===== config.mk =====
export PLATFORM = sky130hd
export DESIGN_NAME = gp_port
export DESIGN_NICKNAME = d
export VERILOG_FILES = /design/src/gp_port.v
export VERILOG_INCLUDE_DIRS = /design/src
export SDC_FILE = /design/constraint.sdc
export NUM_CORES = 1
export LEC_CHECK = 0
export BUFFER_PORTS_ARGS = -buffer_cell sky130_fd_sc_hd__clkbuf_2
export CAP_MARGIN = 20
export CORE_MARGIN = 1
export CORE_UTILIZATION = 40
export CTS_BUF_LIST = sky130_fd_sc_hd__clkbuf_8
export DETAILED_ROUTE_END_ITERATION = 6
export GPL_TIMING_DRIVEN = 0
export PLACE_DENSITY = 0.65
export SETUP_SLACK_MARGIN = 0.4
export SLEW_MARGIN = 10
export SYNTH_ARGS = -nofsm -noshare
export SYNTH_HDL_FRONTEND = slang
export SYNTH_SLANG_ARGS = --single-unit

===== constraint.sdc =====
create_clock -name clk_i -period 3.5 [get_ports clk_i]
set_clock_uncertainty 0.2 [all_clocks]
set_input_delay 0.35 -clock clk_i [delete_from_list [all_inputs] [get_ports clk_i]]
set_output_delay 0.35 -clock clk_i [all_outputs]
set_load 0.01 [all_outputs]

===== src/gp_regs.vh =====
// Contract
// RL1 - after reset pads float with pull-ups on until crossbar is enabled
// RL2 - analog pin turns off pull-up, output driver and input receiver
// RL3 - reading an analog pin returns 0 regardless of pad level
// RL4 - software puts comparator, converter, oscillator, reference pins in analog mode
// RL5 - output-mode bit 1 gives push-pull drive of the output value
// RL6 - open-drain never drives high, pulls low for 0, releases for 1
// RL7 - a digital pin not being driven gets its weak pull-up
// RL8 - pull-up is off while the cell drives its pad low
// RL9 - global pull-up disable bit 1 turns off every pull-up
// RL10 - reading a digital pin returns the sensed pad level
// RL11 - analog pins are skipped by software and never claimed by crossbar
// RL12 - software skips bypass-function pins and general-purpose pins
// RL13 - only unskipped pins P0.0 to P2.6 may go to crossbar peripherals
// RL14 - enabled primary uart always sits on P0.4 and P0.5
// RL15 - pad transitions raise event flags on skipped and crossbar pins alike
// RL16 - no event capture on pins in analog mode
// RL17 - oscillator uses P0.2 and P0.3 for crystal, only P0.3 for rc or c
// RL18 - input mode bit 1 is digital, 0 analog; reset gives digital
// RL19 - with crossbar disabled all output drivers stay off
`ifndef GP_REGS_VH
`define GP_REGS_VH

// register byte offsets
`define GP_ADR_INMODE 8'h00
`define GP_ADR_OUTDRV 8'h04
`define GP_ADR_SKIP   8'h08
`define GP_ADR_CTRL   8'h0c
`define GP_ADR_OUTVAL 8'h10
`define GP_ADR_PINS   8'h14
`define GP_ADR_EVSTAT 8'h18
`define GP_ADR_EVCLR  8'h1c
`define GP_ADR_EVEN   8'h20
`define GP_ADR_ELIG   8'h24

// control register fields
`define GP_CTRL_XBE   0
`define GP_CTRL_PUD   1
`define GP_CTRL_UART  2
`define GP_CTRL_OSC_L 3
`define GP_CTRL_OSC_H 4
`define GP_CTRL_W     5

// oscillator pin modes
`define GP_OSC_OFF    2'h0
`define GP_OSC_XTAL   2'h1
`define GP_OSC_RC     2'h2

// fixed pin positions
`define GP_PIN_OSC_IN  2
`define GP_PIN_OSC_OUT 3
`define GP_PIN_UART_TX 4
`define GP_PIN_UART_RX 5

`endif


===== src/gp_port.v =====
`timescale 1ns/100ps
`default_nettype none
`include "gp_regs.vh"

module gp_port #(
  parameter NPINS     = 25,
  parameter XBAR_PINS = 23
) (
  // clock and reset
  input  wire             clk_i,
  input  wire             rst_i,
  // wishbone slave
  input  wire             cyc_i,
  input  wire             stb_i,
  input  wire             we_i,
  input  wire [7:0]       adr_i,
  input  wire [3:0]       sel_i,
  input  wire [31:0]      dat_i,
  output reg  [31:0]      dat_o,
  output wire             ack_o,
  // pads
  input  wire [NPINS-1:0] pad_i,
  output reg  [NPINS-1:0] pad_o,
  output reg  [NPINS-1:0] pad_oe_o,
  output reg  [NPINS-1:0] pullup_o,
  // crossbar peripheral side
  input  wire [NPINS-1:0] xbar_claim_i,
  input  wire [NPINS-1:0] xbar_dat_i,
  output reg  [NPINS-1:0] xbar_claimed_o,
  output reg  [NPINS-1:0] xbar_in_o,
  // primary uart
  input  wire             uart_tx_i,
  output reg              uart_rx_o,
  // interrupt
  output reg              irq_o
);

  // configuration state
  reg [NPINS-1:0]       pin_input_mode_bits;
  reg [NPINS-1:0]       pin_output_drive_bits;
  reg [NPINS-1:0]       crossbar_skip_bits;
  reg [NPINS-1:0]       out_val;
  reg [NPINS-1:0]       ev_stat;
  reg [NPINS-1:0]       ev_en;
  reg [NPINS-1:0]       pad_prev;
  reg                   crossbar_enable_bit;
  reg                   pullup_global_disable;
  reg                   primary_uart;
  reg [1:0]             osc_mode;
  reg                   ack;

  // per-pin combinational results
  wire [NPINS-1:0]      digital;
  wire [NPINS-1:0]      elig;
  wire [NPINS-1:0]      claimed;
  wire [NPINS-1:0]      next_pad_o;
  wire [NPINS-1:0]      next_oe;
  wire [NPINS-1:0]      next_pullup;
  wire [NPINS-1:0]      pin_read;
  wire [NPINS-1:0]      ev_hit;
  wire [NPINS-1:0]      ev_clr;

  wire wr = cyc_i & stb_i & we_i & ~ack;
  wire [31:0] wmask = {{8{sel_i[3]}}, {8{sel_i[2]}}, {8{sel_i[1]}}, {8{sel_i[0]}}};

  genvar g;
  generate
    for (g = 0; g < NPINS; g = g + 1) begin : gp_pin
      // oscillator pins are forced analog whatever the mode bits say
      wire osc_pin = ((osc_mode == `GP_OSC_XTAL) &&
                      (g == `GP_PIN_OSC_IN || g == `GP_PIN_OSC_OUT)) ||
                     ((osc_mode == `GP_OSC_RC) && (g == `GP_PIN_OSC_OUT)); // [RL17]
      wire uart_tx = primary_uart && (g == `GP_PIN_UART_TX);               // [RL14]
      wire uart_rx = primary_uart && (g == `GP_PIN_UART_RX);               // [RL14]
      wire val;
      wire drv;
      // mode bit 1 is digital, oscillator use overrides
      assign digital[g] = pin_input_mode_bits[g] & ~osc_pin;                 // [RL18] [RL2]
      // fixed uart pins are taken out of the priority pool
      assign elig[g] = (g < XBAR_PINS) & ~crossbar_skip_bits[g] &
                       ~uart_tx & ~uart_rx;                                  // [RL13] [RL11]
      assign claimed[g] = crossbar_enable_bit & digital[g] &
                          (uart_tx | uart_rx | (xbar_claim_i[g] & elig[g]));
      assign val = uart_tx ? uart_tx_i : (claimed[g] ? xbar_dat_i[g] : out_val[g]);
      // nothing drives while the crossbar is off or the pin is analog / rx
      assign drv = crossbar_enable_bit & digital[g] & ~uart_rx;             // [RL19] [RL1] [RL2]
      assign next_oe[g] = drv & (pin_output_drive_bits[g] | ~val);          // [RL5] [RL6]
      assign next_pad_o[g] = pin_output_drive_bits[g] ? val : 1'b0;         // [RL6]
      // pull-up on when released, off when driving or disabled globally
      assign next_pullup[g] = digital[g] & ~pullup_global_disable &
                              ~next_oe[g];                                   // [RL7] [RL8] [RL9]
      // analog receivers are off and read as zero
      assign pin_read[g] = digital[g] & pad_i[g];                            // [RL3] [RL10]
      // edge on any digital pin, skipped or claimed
      assign ev_hit[g] = digital[g] & (pad_i[g] ^ pad_prev[g]);             // [RL15] [RL16]
    end
  endgenerate

  assign ev_clr = (wr && adr_i == `GP_ADR_EVCLR) ? (dat_i[NPINS-1:0] & wmask[NPINS-1:0])
                                                 : {NPINS{1'b0}};

  // register writes and reset state
  always @(posedge clk_i) begin
    if (rst_i) begin
      pin_input_mode_bits   <= {NPINS{1'b1}};                                // [RL18]
      pin_output_drive_bits <= {NPINS{1'b0}};
      crossbar_skip_bits    <= {NPINS{1'b0}};
      out_val               <= {NPINS{1'b1}};
      ev_en                 <= {NPINS{1'b0}};
      crossbar_enable_bit   <= 1'b0;                                         // [RL1]
      pullup_global_disable <= 1'b0;
      primary_uart          <= 1'b0;
      osc_mode              <= `GP_OSC_OFF;
    end else if (wr) begin
      case (adr_i)
        `GP_ADR_INMODE:
          pin_input_mode_bits <= (pin_input_mode_bits & ~wmask[NPINS-1:0]) |
                                 (dat_i[NPINS-1:0] & wmask[NPINS-1:0]);
        `GP_ADR_OUTDRV:
          pin_output_drive_bits <= (pin_output_drive_bits & ~wmask[NPINS-1:0]) |
                                   (dat_i[NPINS-1:0] & wmask[NPINS-1:0]);
        `GP_ADR_SKIP:
          crossbar_skip_bits <= (crossbar_skip_bits & ~wmask[NPINS-1:0]) |
                                (dat_i[NPINS-1:0] & wmask[NPINS-1:0]);
        `GP_ADR_OUTVAL:
          out_val <= (out_val & ~wmask[NPINS-1:0]) | (dat_i[NPINS-1:0] & wmask[NPINS-1:0]);
        `GP_ADR_EVEN:
          ev_en <= (ev_en & ~wmask[NPINS-1:0]) | (dat_i[NPINS-1:0] & wmask[NPINS-1:0]);
        `GP_ADR_CTRL: begin
          if (sel_i[0]) begin
            crossbar_enable_bit   <= dat_i[`GP_CTRL_XBE];
            pullup_global_disable <= dat_i[`GP_CTRL_PUD];
            primary_uart          <= dat_i[`GP_CTRL_UART];
            osc_mode              <= dat_i[`GP_CTRL_OSC_H:`GP_CTRL_OSC_L];
          end
        end
        default: begin
        end
      endcase
    end
  end

  // sticky events: a new edge wins over a clear in the same cycle
  always @(posedge clk_i) begin
    if (rst_i) begin
      ev_stat  <= {NPINS{1'b0}};
      pad_prev <= {NPINS{1'b1}};
      irq_o    <= 1'b0;
    end else begin
      pad_prev <= pad_i;
      ev_stat  <= (ev_stat & ~ev_clr) | ev_hit;                              // [RL15]
      irq_o    <= |(((ev_stat & ~ev_clr) | ev_hit) & ev_en);
    end
  end

  // pad and peripheral outputs, registered
  always @(posedge clk_i) begin
    if (rst_i) begin
      pad_o          <= {NPINS{1'b0}};
      pad_oe_o       <= {NPINS{1'b0}};                                       // [RL1]
      pullup_o       <= {NPINS{1'b1}};                                       // [RL1]
      xbar_claimed_o <= {NPINS{1'b0}};
      xbar_in_o      <= {NPINS{1'b0}};
      uart_rx_o      <= 1'b1;
    end else begin
      pad_o          <= next_pad_o;
      pad_oe_o       <= next_oe;
      pullup_o       <= next_pullup;
      xbar_claimed_o <= claimed;
      xbar_in_o      <= pin_read;
      uart_rx_o      <= primary_uart ? pin_read[`GP_PIN_UART_RX] : 1'b1;     // [RL14]
    end
  end

  // wishbone: one wait state, unmapped reads give zero
  always @(posedge clk_i) begin
    if (rst_i) begin
      ack   <= 1'b0;
      dat_o <= 32'h0000_0000;
    end else begin
      ack   <= cyc_i & stb_i & ~ack;
      dat_o <= 32'h0000_0000;
      if (cyc_i & stb_i & ~we_i & ~ack) begin
        case (adr_i)
          `GP_ADR_INMODE: dat_o[NPINS-1:0] <= pin_input_mode_bits;
          `GP_ADR_OUTDRV: dat_o[NPINS-1:0] <= pin_output_drive_bits;
          `GP_ADR_SKIP:   dat_o[NPINS-1:0] <= crossbar_skip_bits;
          `GP_ADR_OUTVAL: dat_o[NPINS-1:0] <= out_val;
          `GP_ADR_PINS:   dat_o[NPINS-1:0] <= pin_read;                      // [RL3] [RL10]
          `GP_ADR_EVSTAT: dat_o[NPINS-1:0] <= ev_stat;
          `GP_ADR_EVEN:   dat_o[NPINS-1:0] <= ev_en;
          `GP_ADR_ELIG:   dat_o[NPINS-1:0] <= elig;
          `GP_ADR_CTRL:   dat_o[`GP_CTRL_W-1:0] <= {osc_mode, primary_uart,
                                                    pullup_global_disable,
                                                    crossbar_enable_bit};
          default:        dat_o <= 32'h0000_0000;
        endcase
      end
    end
  end

  assign ack_o = ack;

endmodule // gp_port

`default_nettype wire


=== Word level (Yosys, flattened, before mapping) ===
Index checks and enable logic that the tools add are counted.

* Equality and inequality tests: 11
* Muxes and demuxes: 27
* Bitwise logic cells: 380
* Reduce and logical (&&, ||, !) cells: 37

{| class="wikitable"
|+ Operators by type and width
! cell !! count
|-
| 1-bit bitwise AND || 207
|-
| 25-bit bitwise AND || 8
|-
| 20-bit case mux with 8 select lines || 1
|-
| 25-bit OR || 6
|-
| 1-bit NOT || 105
|-
| 2-bit OR reduction || 27
|-
| 25-bit NOT || 2
|-
| 5-bit case mux with 9 select lines || 1
|-
| 8-bit by 5-bit equality test with 1-bit output (second input constant) || 4
|-
| 1-bit OR || 27
|-
| 25-bit 2-to-1 mux || 1
|-
| 25-bit OR reduction || 1
|-
| 1-bit XOR || 25
|-
| 1-bit 2-to-1 mux || 24
|-
| 8-bit by 4-bit equality test with 1-bit output (second input constant) || 2
|-
| 8-bit by 6-bit equality test with 1-bit output (second input constant) || 2
|-
| 2-bit AND reduction || 5
|-
| 8-bit by 3-bit equality test with 1-bit output (second input constant) || 1
|-
| 8-bit zero test || 1
|-
| 3-bit AND reduction || 1
|-
| 2-bit by 1-bit equality test with 1-bit output (second input constant) || 1
|-
| 2-bit equality test (second input constant) || 1
|-
| 1-bit logical AND || 1
|-
| 1-bit logical OR || 1
|}

* Bits in registers: 340
* Logic and storage cells: 501

=== Depth between registers and ports, before layout ===
Gate-level depths: netlist (run 1).

* Word-level depth: 12
* Depth in mapped cells: 9
* Mapped depth without buffers: 8

=== Worst setup path before layout (run 1) ===
Ideal clock, no wire load.

* Kind: input-to-reg
* Start: in adr_i[4]
* End: reg irq_o
* Library setup time: 0.138 ns
* Arrival: 2.255 ns
* Data required time: 3.162 ns
* Slack: 0.907 ns
* Stages: 9
* Path buffers: 3
* Cell sequence: buf_4 > or4b_1 > buf_2 > buf_6 > o41ai_2 > nand2_1 > a2111oi_0 > and4_1 > a41oi_1

* Longest elaborated chain between the ends: 8

{| class="wikitable"
|+ Ends and longest elaborated chain
! item !! line !! RTL
|-
| start: declaration || gp_port.v:16 || <nowiki>input wire [7:0] adr_i,</nowiki>
|-
| 8-bit by 5-bit equality test with 1-bit output (no source line) || n/a ||
|-
| 1-bit logical AND (no source line) || n/a ||
|-
| 25-bit 2-to-1 mux || gp_port.v:99 || <nowiki>assign ev_clr = (wr && adr_i == `GP_ADR_EVCLR) ? (dat_i[NPINS-1:0] & wmask[NPINS-1:0])</nowiki>
|-
| 25-bit NOT || gp_port.v:152 || <nowiki>irq_o <= |(((ev_stat & ~ev_clr) | ev_hit) & ev_en);</nowiki>
|-
| 25-bit bitwise AND || gp_port.v:152 ||
|-
| 25-bit OR || gp_port.v:152 ||
|-
| 25-bit bitwise AND || gp_port.v:152 ||
|-
| 25-bit OR reduction || gp_port.v:152 ||
|-
| end signal: assignment || gp_port.v:152 ||
|-
| end: declaration || gp_port.v:35 || <nowiki>output reg irq_o</nowiki>
|}

Every way passes these cells.
A chain may end at the register's enable or synchronous reset.

=== Final worst setup path (run 1) ===
* Start: reg ack, in the netlist ack_o
* End: reg irq_o

* Longest elaborated chain between the ends: 9

{| class="wikitable"
|+ Ends and longest elaborated chain
! item !! line !! RTL
|-
| start: declaration || gp_port.v:50 || <nowiki>reg ack;</nowiki>
|-
| start signal: assignment || gp_port.v:181 || <nowiki>ack <= cyc_i & stb_i & ~ack;</nowiki>
|-
| 1-bit NOT || gp_port.v:63 || <nowiki>wire wr = cyc_i & stb_i & we_i & ~ack;</nowiki>
|-
| 1-bit bitwise AND || gp_port.v:63 ||
|-
| 1-bit logical AND (no source line) || n/a ||
|-
| 25-bit 2-to-1 mux || gp_port.v:99 ||
|-
| 25-bit NOT || gp_port.v:152 ||
|-
| 25-bit bitwise AND || gp_port.v:152 ||
|-
| 25-bit OR || gp_port.v:152 ||
|-
| 25-bit bitwise AND || gp_port.v:152 ||
|-
| 25-bit OR reduction || gp_port.v:152 ||
|}

Every way passes these cells.

==> results.yml, run 1 <==
worst_hold_path:
  hold_end: "pad_o[5]$_SDFF_PP0_"
  hold_start: "xbar_dat_i[5]"
  hold_path.class: "primary input to register"
  hold_depth: 3
power:
  powerDensity_nw_per_um2: 447
  vdd_drop_max_v: 0.000245
  power_leakage_nw: 7.59
  power_mw: 7.77
cts:
  cts_tree: "yes"
  cts_buffers: 55
  clkTransAtPathRegs_ps: 70
  cts_root_buf: "clkbuf_8"
  clockBufferDepth: 3
  htreeDepth: 2
  cts_sinks: 331
  clock_latency_ps: 600
placed_design:
  place_inst: 2153
  gp_congestion: 0.975
  hpwlAfterDp_mm: 36.4
  io_buffers: 261
  pre_cts_slack_ps: -328
logic_synthesis:
  synthDistinctLibCells: 68
  seq_area_frac_synth_pct: 49.8
  async_flop_share_pct: 0
  dominantRegCellSynth: "dfxtp_1"
  synth_edf_count: 0
  yosys_register_bits: 331
  synthesis.area_um2: 13300
  synth_top_area_share_pct: 49.8
  synth_area_leader_cell: "dfxtp_1"
  synthCells: 1441
  synth_warnings: 0
  synth_area_leaders: "dfxtp_1 (50%), nand2_1 (5.2%), mux2i_1 (5.0%), a21oi_1 (3.2%), nand3_1 (2.9%)"
  synth_area_per_cell_um2: 9.24
setup_path:
  rr_worst_depth: 7
  worstPathRequired_ps: 3700
  r2r_end: "irq_o$_SDFF_PP0_"
  critPathCaptureType: "register"
  cp-start-kind: "register"
  rr_startpoint: "ack_o$_SDFF_PP0_"
  critPathArrivalTime_ps: 3300
  crit_fanout: 10
  worstSetupPathType: "register to register"
  rrSetupSlack_ps: 400
route:
  wl_per_cell_um: 22.3
  drc: 0
  drtIter0Drc: 1435
  via_count: 13300
  via_per_inst: 5.66
  ant_nets: 0
  first_pass_iters: 6
  wl_mm: 52.5
sta:
  hold_viol: 0
  finalMaxSlewViolations: 0
  rsz0062_at_grt: "yes"
  worstMarginPinSlew_ps: 1030
  slew_headroom_pct: 31.1
  setup_viol: 0
  fmaxAchievable_ghz: 0.322
  period_needed_ps: 3100
  setup_ws_ps: 396
  min_period_over_period_pct: 88.7
grt:
  grt-ovfl-total: 0
  grt_max_degree: 14
  antenna_found_initial: 0
  grt_pass1_wl_mm: 76.7
  grt_pass1_vias: 12800
  grt_util_all_layers_pct: 30.2
cells_and_area:
  final_common_cell: "dfxtp_1"
  final_nets: 1995
  antennaDiodeCount: 0
  layout-drive-gt1-share_pct: 22.5
  final_cell_mix: "dfxtp_1 (331), clkbuf_2 (263), nand2_1 (183), dlygate4sd3_1 (98), clkbuf_1 (95)"
  final_cells: 2349
  synthToLayoutAreaGrowth_pct: 30.5
floorplanning:
  core-area_um2: 32600
  die_area_um2: 34000
  rows: 66
  die_w_um: 184
  ios: 285
  die_y_um: 184
  floorplan.initialDensity_pct: 40.8
run:
  drv_cap: 0
outcome:
  status: "finished clean"
==> cell type report <==
type,count,area [um^2]
clock buffer,68,936
sequential,331,6630
clock inverter,27,138
buffer,119,498
tap,442,553
inverter,10,37.5
timing repair buffer,363,2320
fill,3057,15200
multi-input combinational,989,6260
==> routing by layer <==
metal / share of wire [%] / GRT usage (%)
met1: 41 / 38.8
met2: 45 / 49.0
met3: 9.7 / 5.91
met4: 3.8 / 13.2
met5: 0 / 0
==> synthesized netlist by cell type, drive strengths merged (19+ instances only) <==
master and count:
a211o 37, a21o 22, a21oi 86, or2 25, o211a 21, o21ai 41, a31oi 19, nor2b 26
mux2i 66, a31o 24, clkbuf 95, nor3b 25, and3 62, dfxtp 331, xor2 24, nand2 183
nor2 80, buf 24, nand3 78
==> worst max-delay path by stage <==
| stage | start | slack (ps) | cells after the start | endpoint |
|---|---|---|---|---|
| after floorplan | adr_i[4] | 910 | 9 | irq_o$_SDFF_PP0_ |
| after global placement | adr_i[5] | -200 | 9 | irq_o$_SDFF_PP0_ |
| after detailed placement | adr_i[5] | -330 | 9 | irq_o$_SDFF_PP0_ |
| after CTS | ack_o$_SDFF_PP0_ | 360 | 7 | irq_o$_SDFF_PP0_ |
| after global routing | ack_o$_SDFF_PP0_ | 400 | 7 | irq_o$_SDFF_PP0_ |
| final | ack_o$_SDFF_PP0_ | 400 | 7 | irq_o$_SDFF_PP0_ |
==> stage by stage <==
stage | cell area, um^2 | utilization, % | hold slack, ps | TNS, ps
finish | 17400 | 53.3 | 44.4 | 0
CTS | 17300 | 53.1 | 18.5 | 0
floorplan | 13300 | - | 231 | 0
global route | 17400 | 53.3 | 31.7 | 0
global placement | 15200 | 46.6 | 246 | -197
detailed placement | 15200 | 46.7 | 250 | -328
==> worst max-delay path, stage by stage, from the launching register on <==
cell      delay [ps]
dfxtp_1          350
nand4b_1         330
buf_2            330
nor4_2           640
a21boi_0         230
o21ai_0          390
and4_1           240
a41oi_1          180
==> repair_timing <==
action | 4_1_cts | 5_1_grt
hold buffers | 98 | 0
endpoints found under the hold margin | 258 | 0
pin swaps | 0 | 1
gates resized for setup | 7 | 10
buffers inserted | 0 | 3
setup endpoints to repair | 12 | 55
==> cells by family (layout without fill, tap and decap cells) <==
family | after synthesis | after routing | share of synthesized area, %
AND/OR/NAND/NOR | 537 | 537 | 20.4
AO/OA/AOI/OAI | 349 | 349 | 18.9
flip-flops | 331 | 331 | 49.8
buffers and inverters | 129 | 587 | 4.00
multiplexers | 68 | 68 | 5.13
XOR/XNOR | 25 | 25 | 1.65
adder cells (fa/ha/maj) | 1 | 1 | 0.0940
other | 1 | 9 | 0.0282
==> report_power, final <==
| group | leakage, nW | internal, mW | switching, mW |
|---|---|---|---|
| Clock | 0.630 | 1.81 | 1.54 |
| Combinational | 4.27 | 0.240 | 0.318 |
| Sequential | 2.69 | 3.83 | 0.0276 |
| Total | 7.59 | 5.88 | 1.89 |
(Power assumes the default switching activity.)
==> run 2: changes to the inputs <==
--- a/config.mk
+++ b/config.mk
@@ -14,7 +14,7 @@
 export DETAILED_ROUTE_END_ITERATION = 6
 export GPL_TIMING_DRIVEN = 0
 export PLACE_DENSITY = 0.65
-export SETUP_SLACK_MARGIN = 0.4
+export SETUP_SLACK_MARGIN = 0.15
 export SLEW_MARGIN = 10
 export SYNTH_ARGS = -nofsm -noshare
 export SYNTH_HDL_FRONTEND = slang
==> run 2 against run 1 <==
Count of clock-buffer cells in the layout stayed put; clock power hardly changed; utilization is 0.21 points lower; sequential power hardly changed; sequential share of layout area is 0.15 points higher; combinational power is 0.9% lower; design area is 0.39% lower; worst hold slack worse by 4.7 ps; via count is 0.62% lower; routed wire length is 0.13% lower.
==> results.yml, run 2 (synthesis gave the netlist of run 1 again) <==
outcome:
  status: "finished clean"
power:
  vdd_drop_max_v: 0.000244
  powerDensity_nw_per_um2: 449
  power_leakage_nw: 7.55
placed_design:
  hpwlAfterDp_mm: 36.4
  io_buffers: 261
  place_inst: 2153
  gp_congestion: 0.975
  pre_cts_slack_ps: -328
setup_path:
  critPathArrivalTime_ps: 3490
  critPathCaptureType: "register"
  worstSetupPathType: "register to register"
  crit_fanout: 6
  cp-start-kind: "register"
  worstPathRequired_ps: 3690
route:
  first_pass_iters: 7
  wl_mm: 52.4
  wl_per_cell_um: 22.3
  via_per_inst: 5.63
  drtIter0Drc: 1468
  via_count: 13200
  drc: 0
  ant_nets: 0
cells_and_area:
  final_util_pct: 53.0
  synthToLayoutAreaGrowth_pct: 30.0
  final_nets: 1992
  final_cell_mix: "dfxtp_1 (331), clkbuf_2 (262), nand2_1 (183), dlygate4sd3_1 (98), clkbuf_1 (95)"
  layout-drive-gt1-share_pct: 22.1
  final_common_cell: "dfxtp_1"
  final_cells: 2346
  antennaDiodeCount: 0
cts:
  clockBufferDepth: 3
  cts_root_buf: "clkbuf_8"
  cts_sinks: 331
  clock_latency_ps: 590
  clkTransAtPathRegs_ps: 70
  cts_tree: "yes"
  htreeDepth: 2
  cts_buffers: 55
  post_cts_buffers: 0
floorplanning:
  die_y_um: 184
  floorplan.initialDensity_pct: 40.8
  ios: 285
  die_w_um: 184
  rows: 66
  core-area_um2: 32600
  die_area_um2: 34000
sta:
  setup_ws_ps: 202
  rsz0062_at_grt: "yes"
  whs_ps: 39.7
  fmaxAchievable_ghz: 0.303
  slew_headroom_pct: 30.5
  hold_viol: 0
  setup_viol: 0
  finalMaxSlewViolations: 0
  period_needed_ps: 3300
  min_period_over_period_pct: 94.2
  worstMarginPinSlew_ps: 1040
grt:
  grt-ovfl-total: 0
  grt_pass1_vias: 12700
  grt_max_degree: 14
  grt_pass1_wl_mm: 76.6
  grt_util_all_layers_pct: 30.2
  antenna_found_initial: 0
run:
  drv_cap: 0
worst_hold_path:
  hold_path.class: "primary input to register"
-- run 2: cell count changes in the layout (fill, tap and decap cells not counted), sizes merged --
cell    previous run  this run
clkbuf           426       425
buf               26        24
-- run 2: metal layers --
metal / vias to the layer above / global-route usage, % / share of wire [%]
met5: - / 0 / 0
met4: 0 / 13.2 / 3.9
met3: 137 / 5.91 / 9.9
met2: 765 / 49.0 / 45
met1: 6308 / 38.8 / 41
li1: 5995 / - / -
-- run 2: worst paths after layout --
path / startpoint / to / cells past startpoint / slack (ps)
max: ack_o$_SDFF_PP0_ / irq_o$_SDFF_PP0_ / 6 / 200
min: xbar_dat_i[5] / pad_o[5]$_SDFF_PP0_ / 3 / 40
max reg2reg: ack_o$_SDFF_PP0_ / irq_o$_SDFF_PP0_ / 6 / 200
min reg2reg: register / register / 2 / 260
-- run 2: through the flow --
stage	setup TNS (ps)	power (mW)	instance area (um^2)
2_1_floorplan	0	4.16	13300
3_3_place_gp	-197	4.38	15200
3_5_place_dp	-328	4.39	15200
4_1_cts	0	7.79	17300
5_1_grt	0	8.01	17300
6_report	0	7.76	17300
-- run 2: final cells by class --
| cell class | count | area [um^2] |
|---|---|---|
| plain buffers | 119 | 495 |
| clock buffers | 68 | 936 |
| clock inverters | 27 | 138 |
| fillers | 3056 | 15300 |
| inverters | 10 | 37.5 |
| multi-input cells | 989 | 6220 |
| flip-flops and latches | 331 | 6630 |
| well taps | 442 | 553 |
| repair buffers | 360 | 2300 |
-- run 2: power breakdown --
group	total, mW	internal (mW)	switching (mW)
combinational	0.554	0.239	0.315
clock	3.35	1.81	1.54
sequential	3.86	3.83	0.0276
-- run 2: critical path, stage by stage, from the launching register on --
cell and delay, ps:
dfxtp_1 350, nand4b_1 360, nor4_2 800, o21ai_0 360, a2111oi_1 540, and4bb_1 250
a41oi_1 220
-- run 2: repair_timing --
item / 4_1_cts / 5_1_grt
resized for setup: 3 / 4
hold buffers: 98 / 0
endpoints found under the hold margin: 258 / 0
endpoints found under the setup margin: 1 / 18
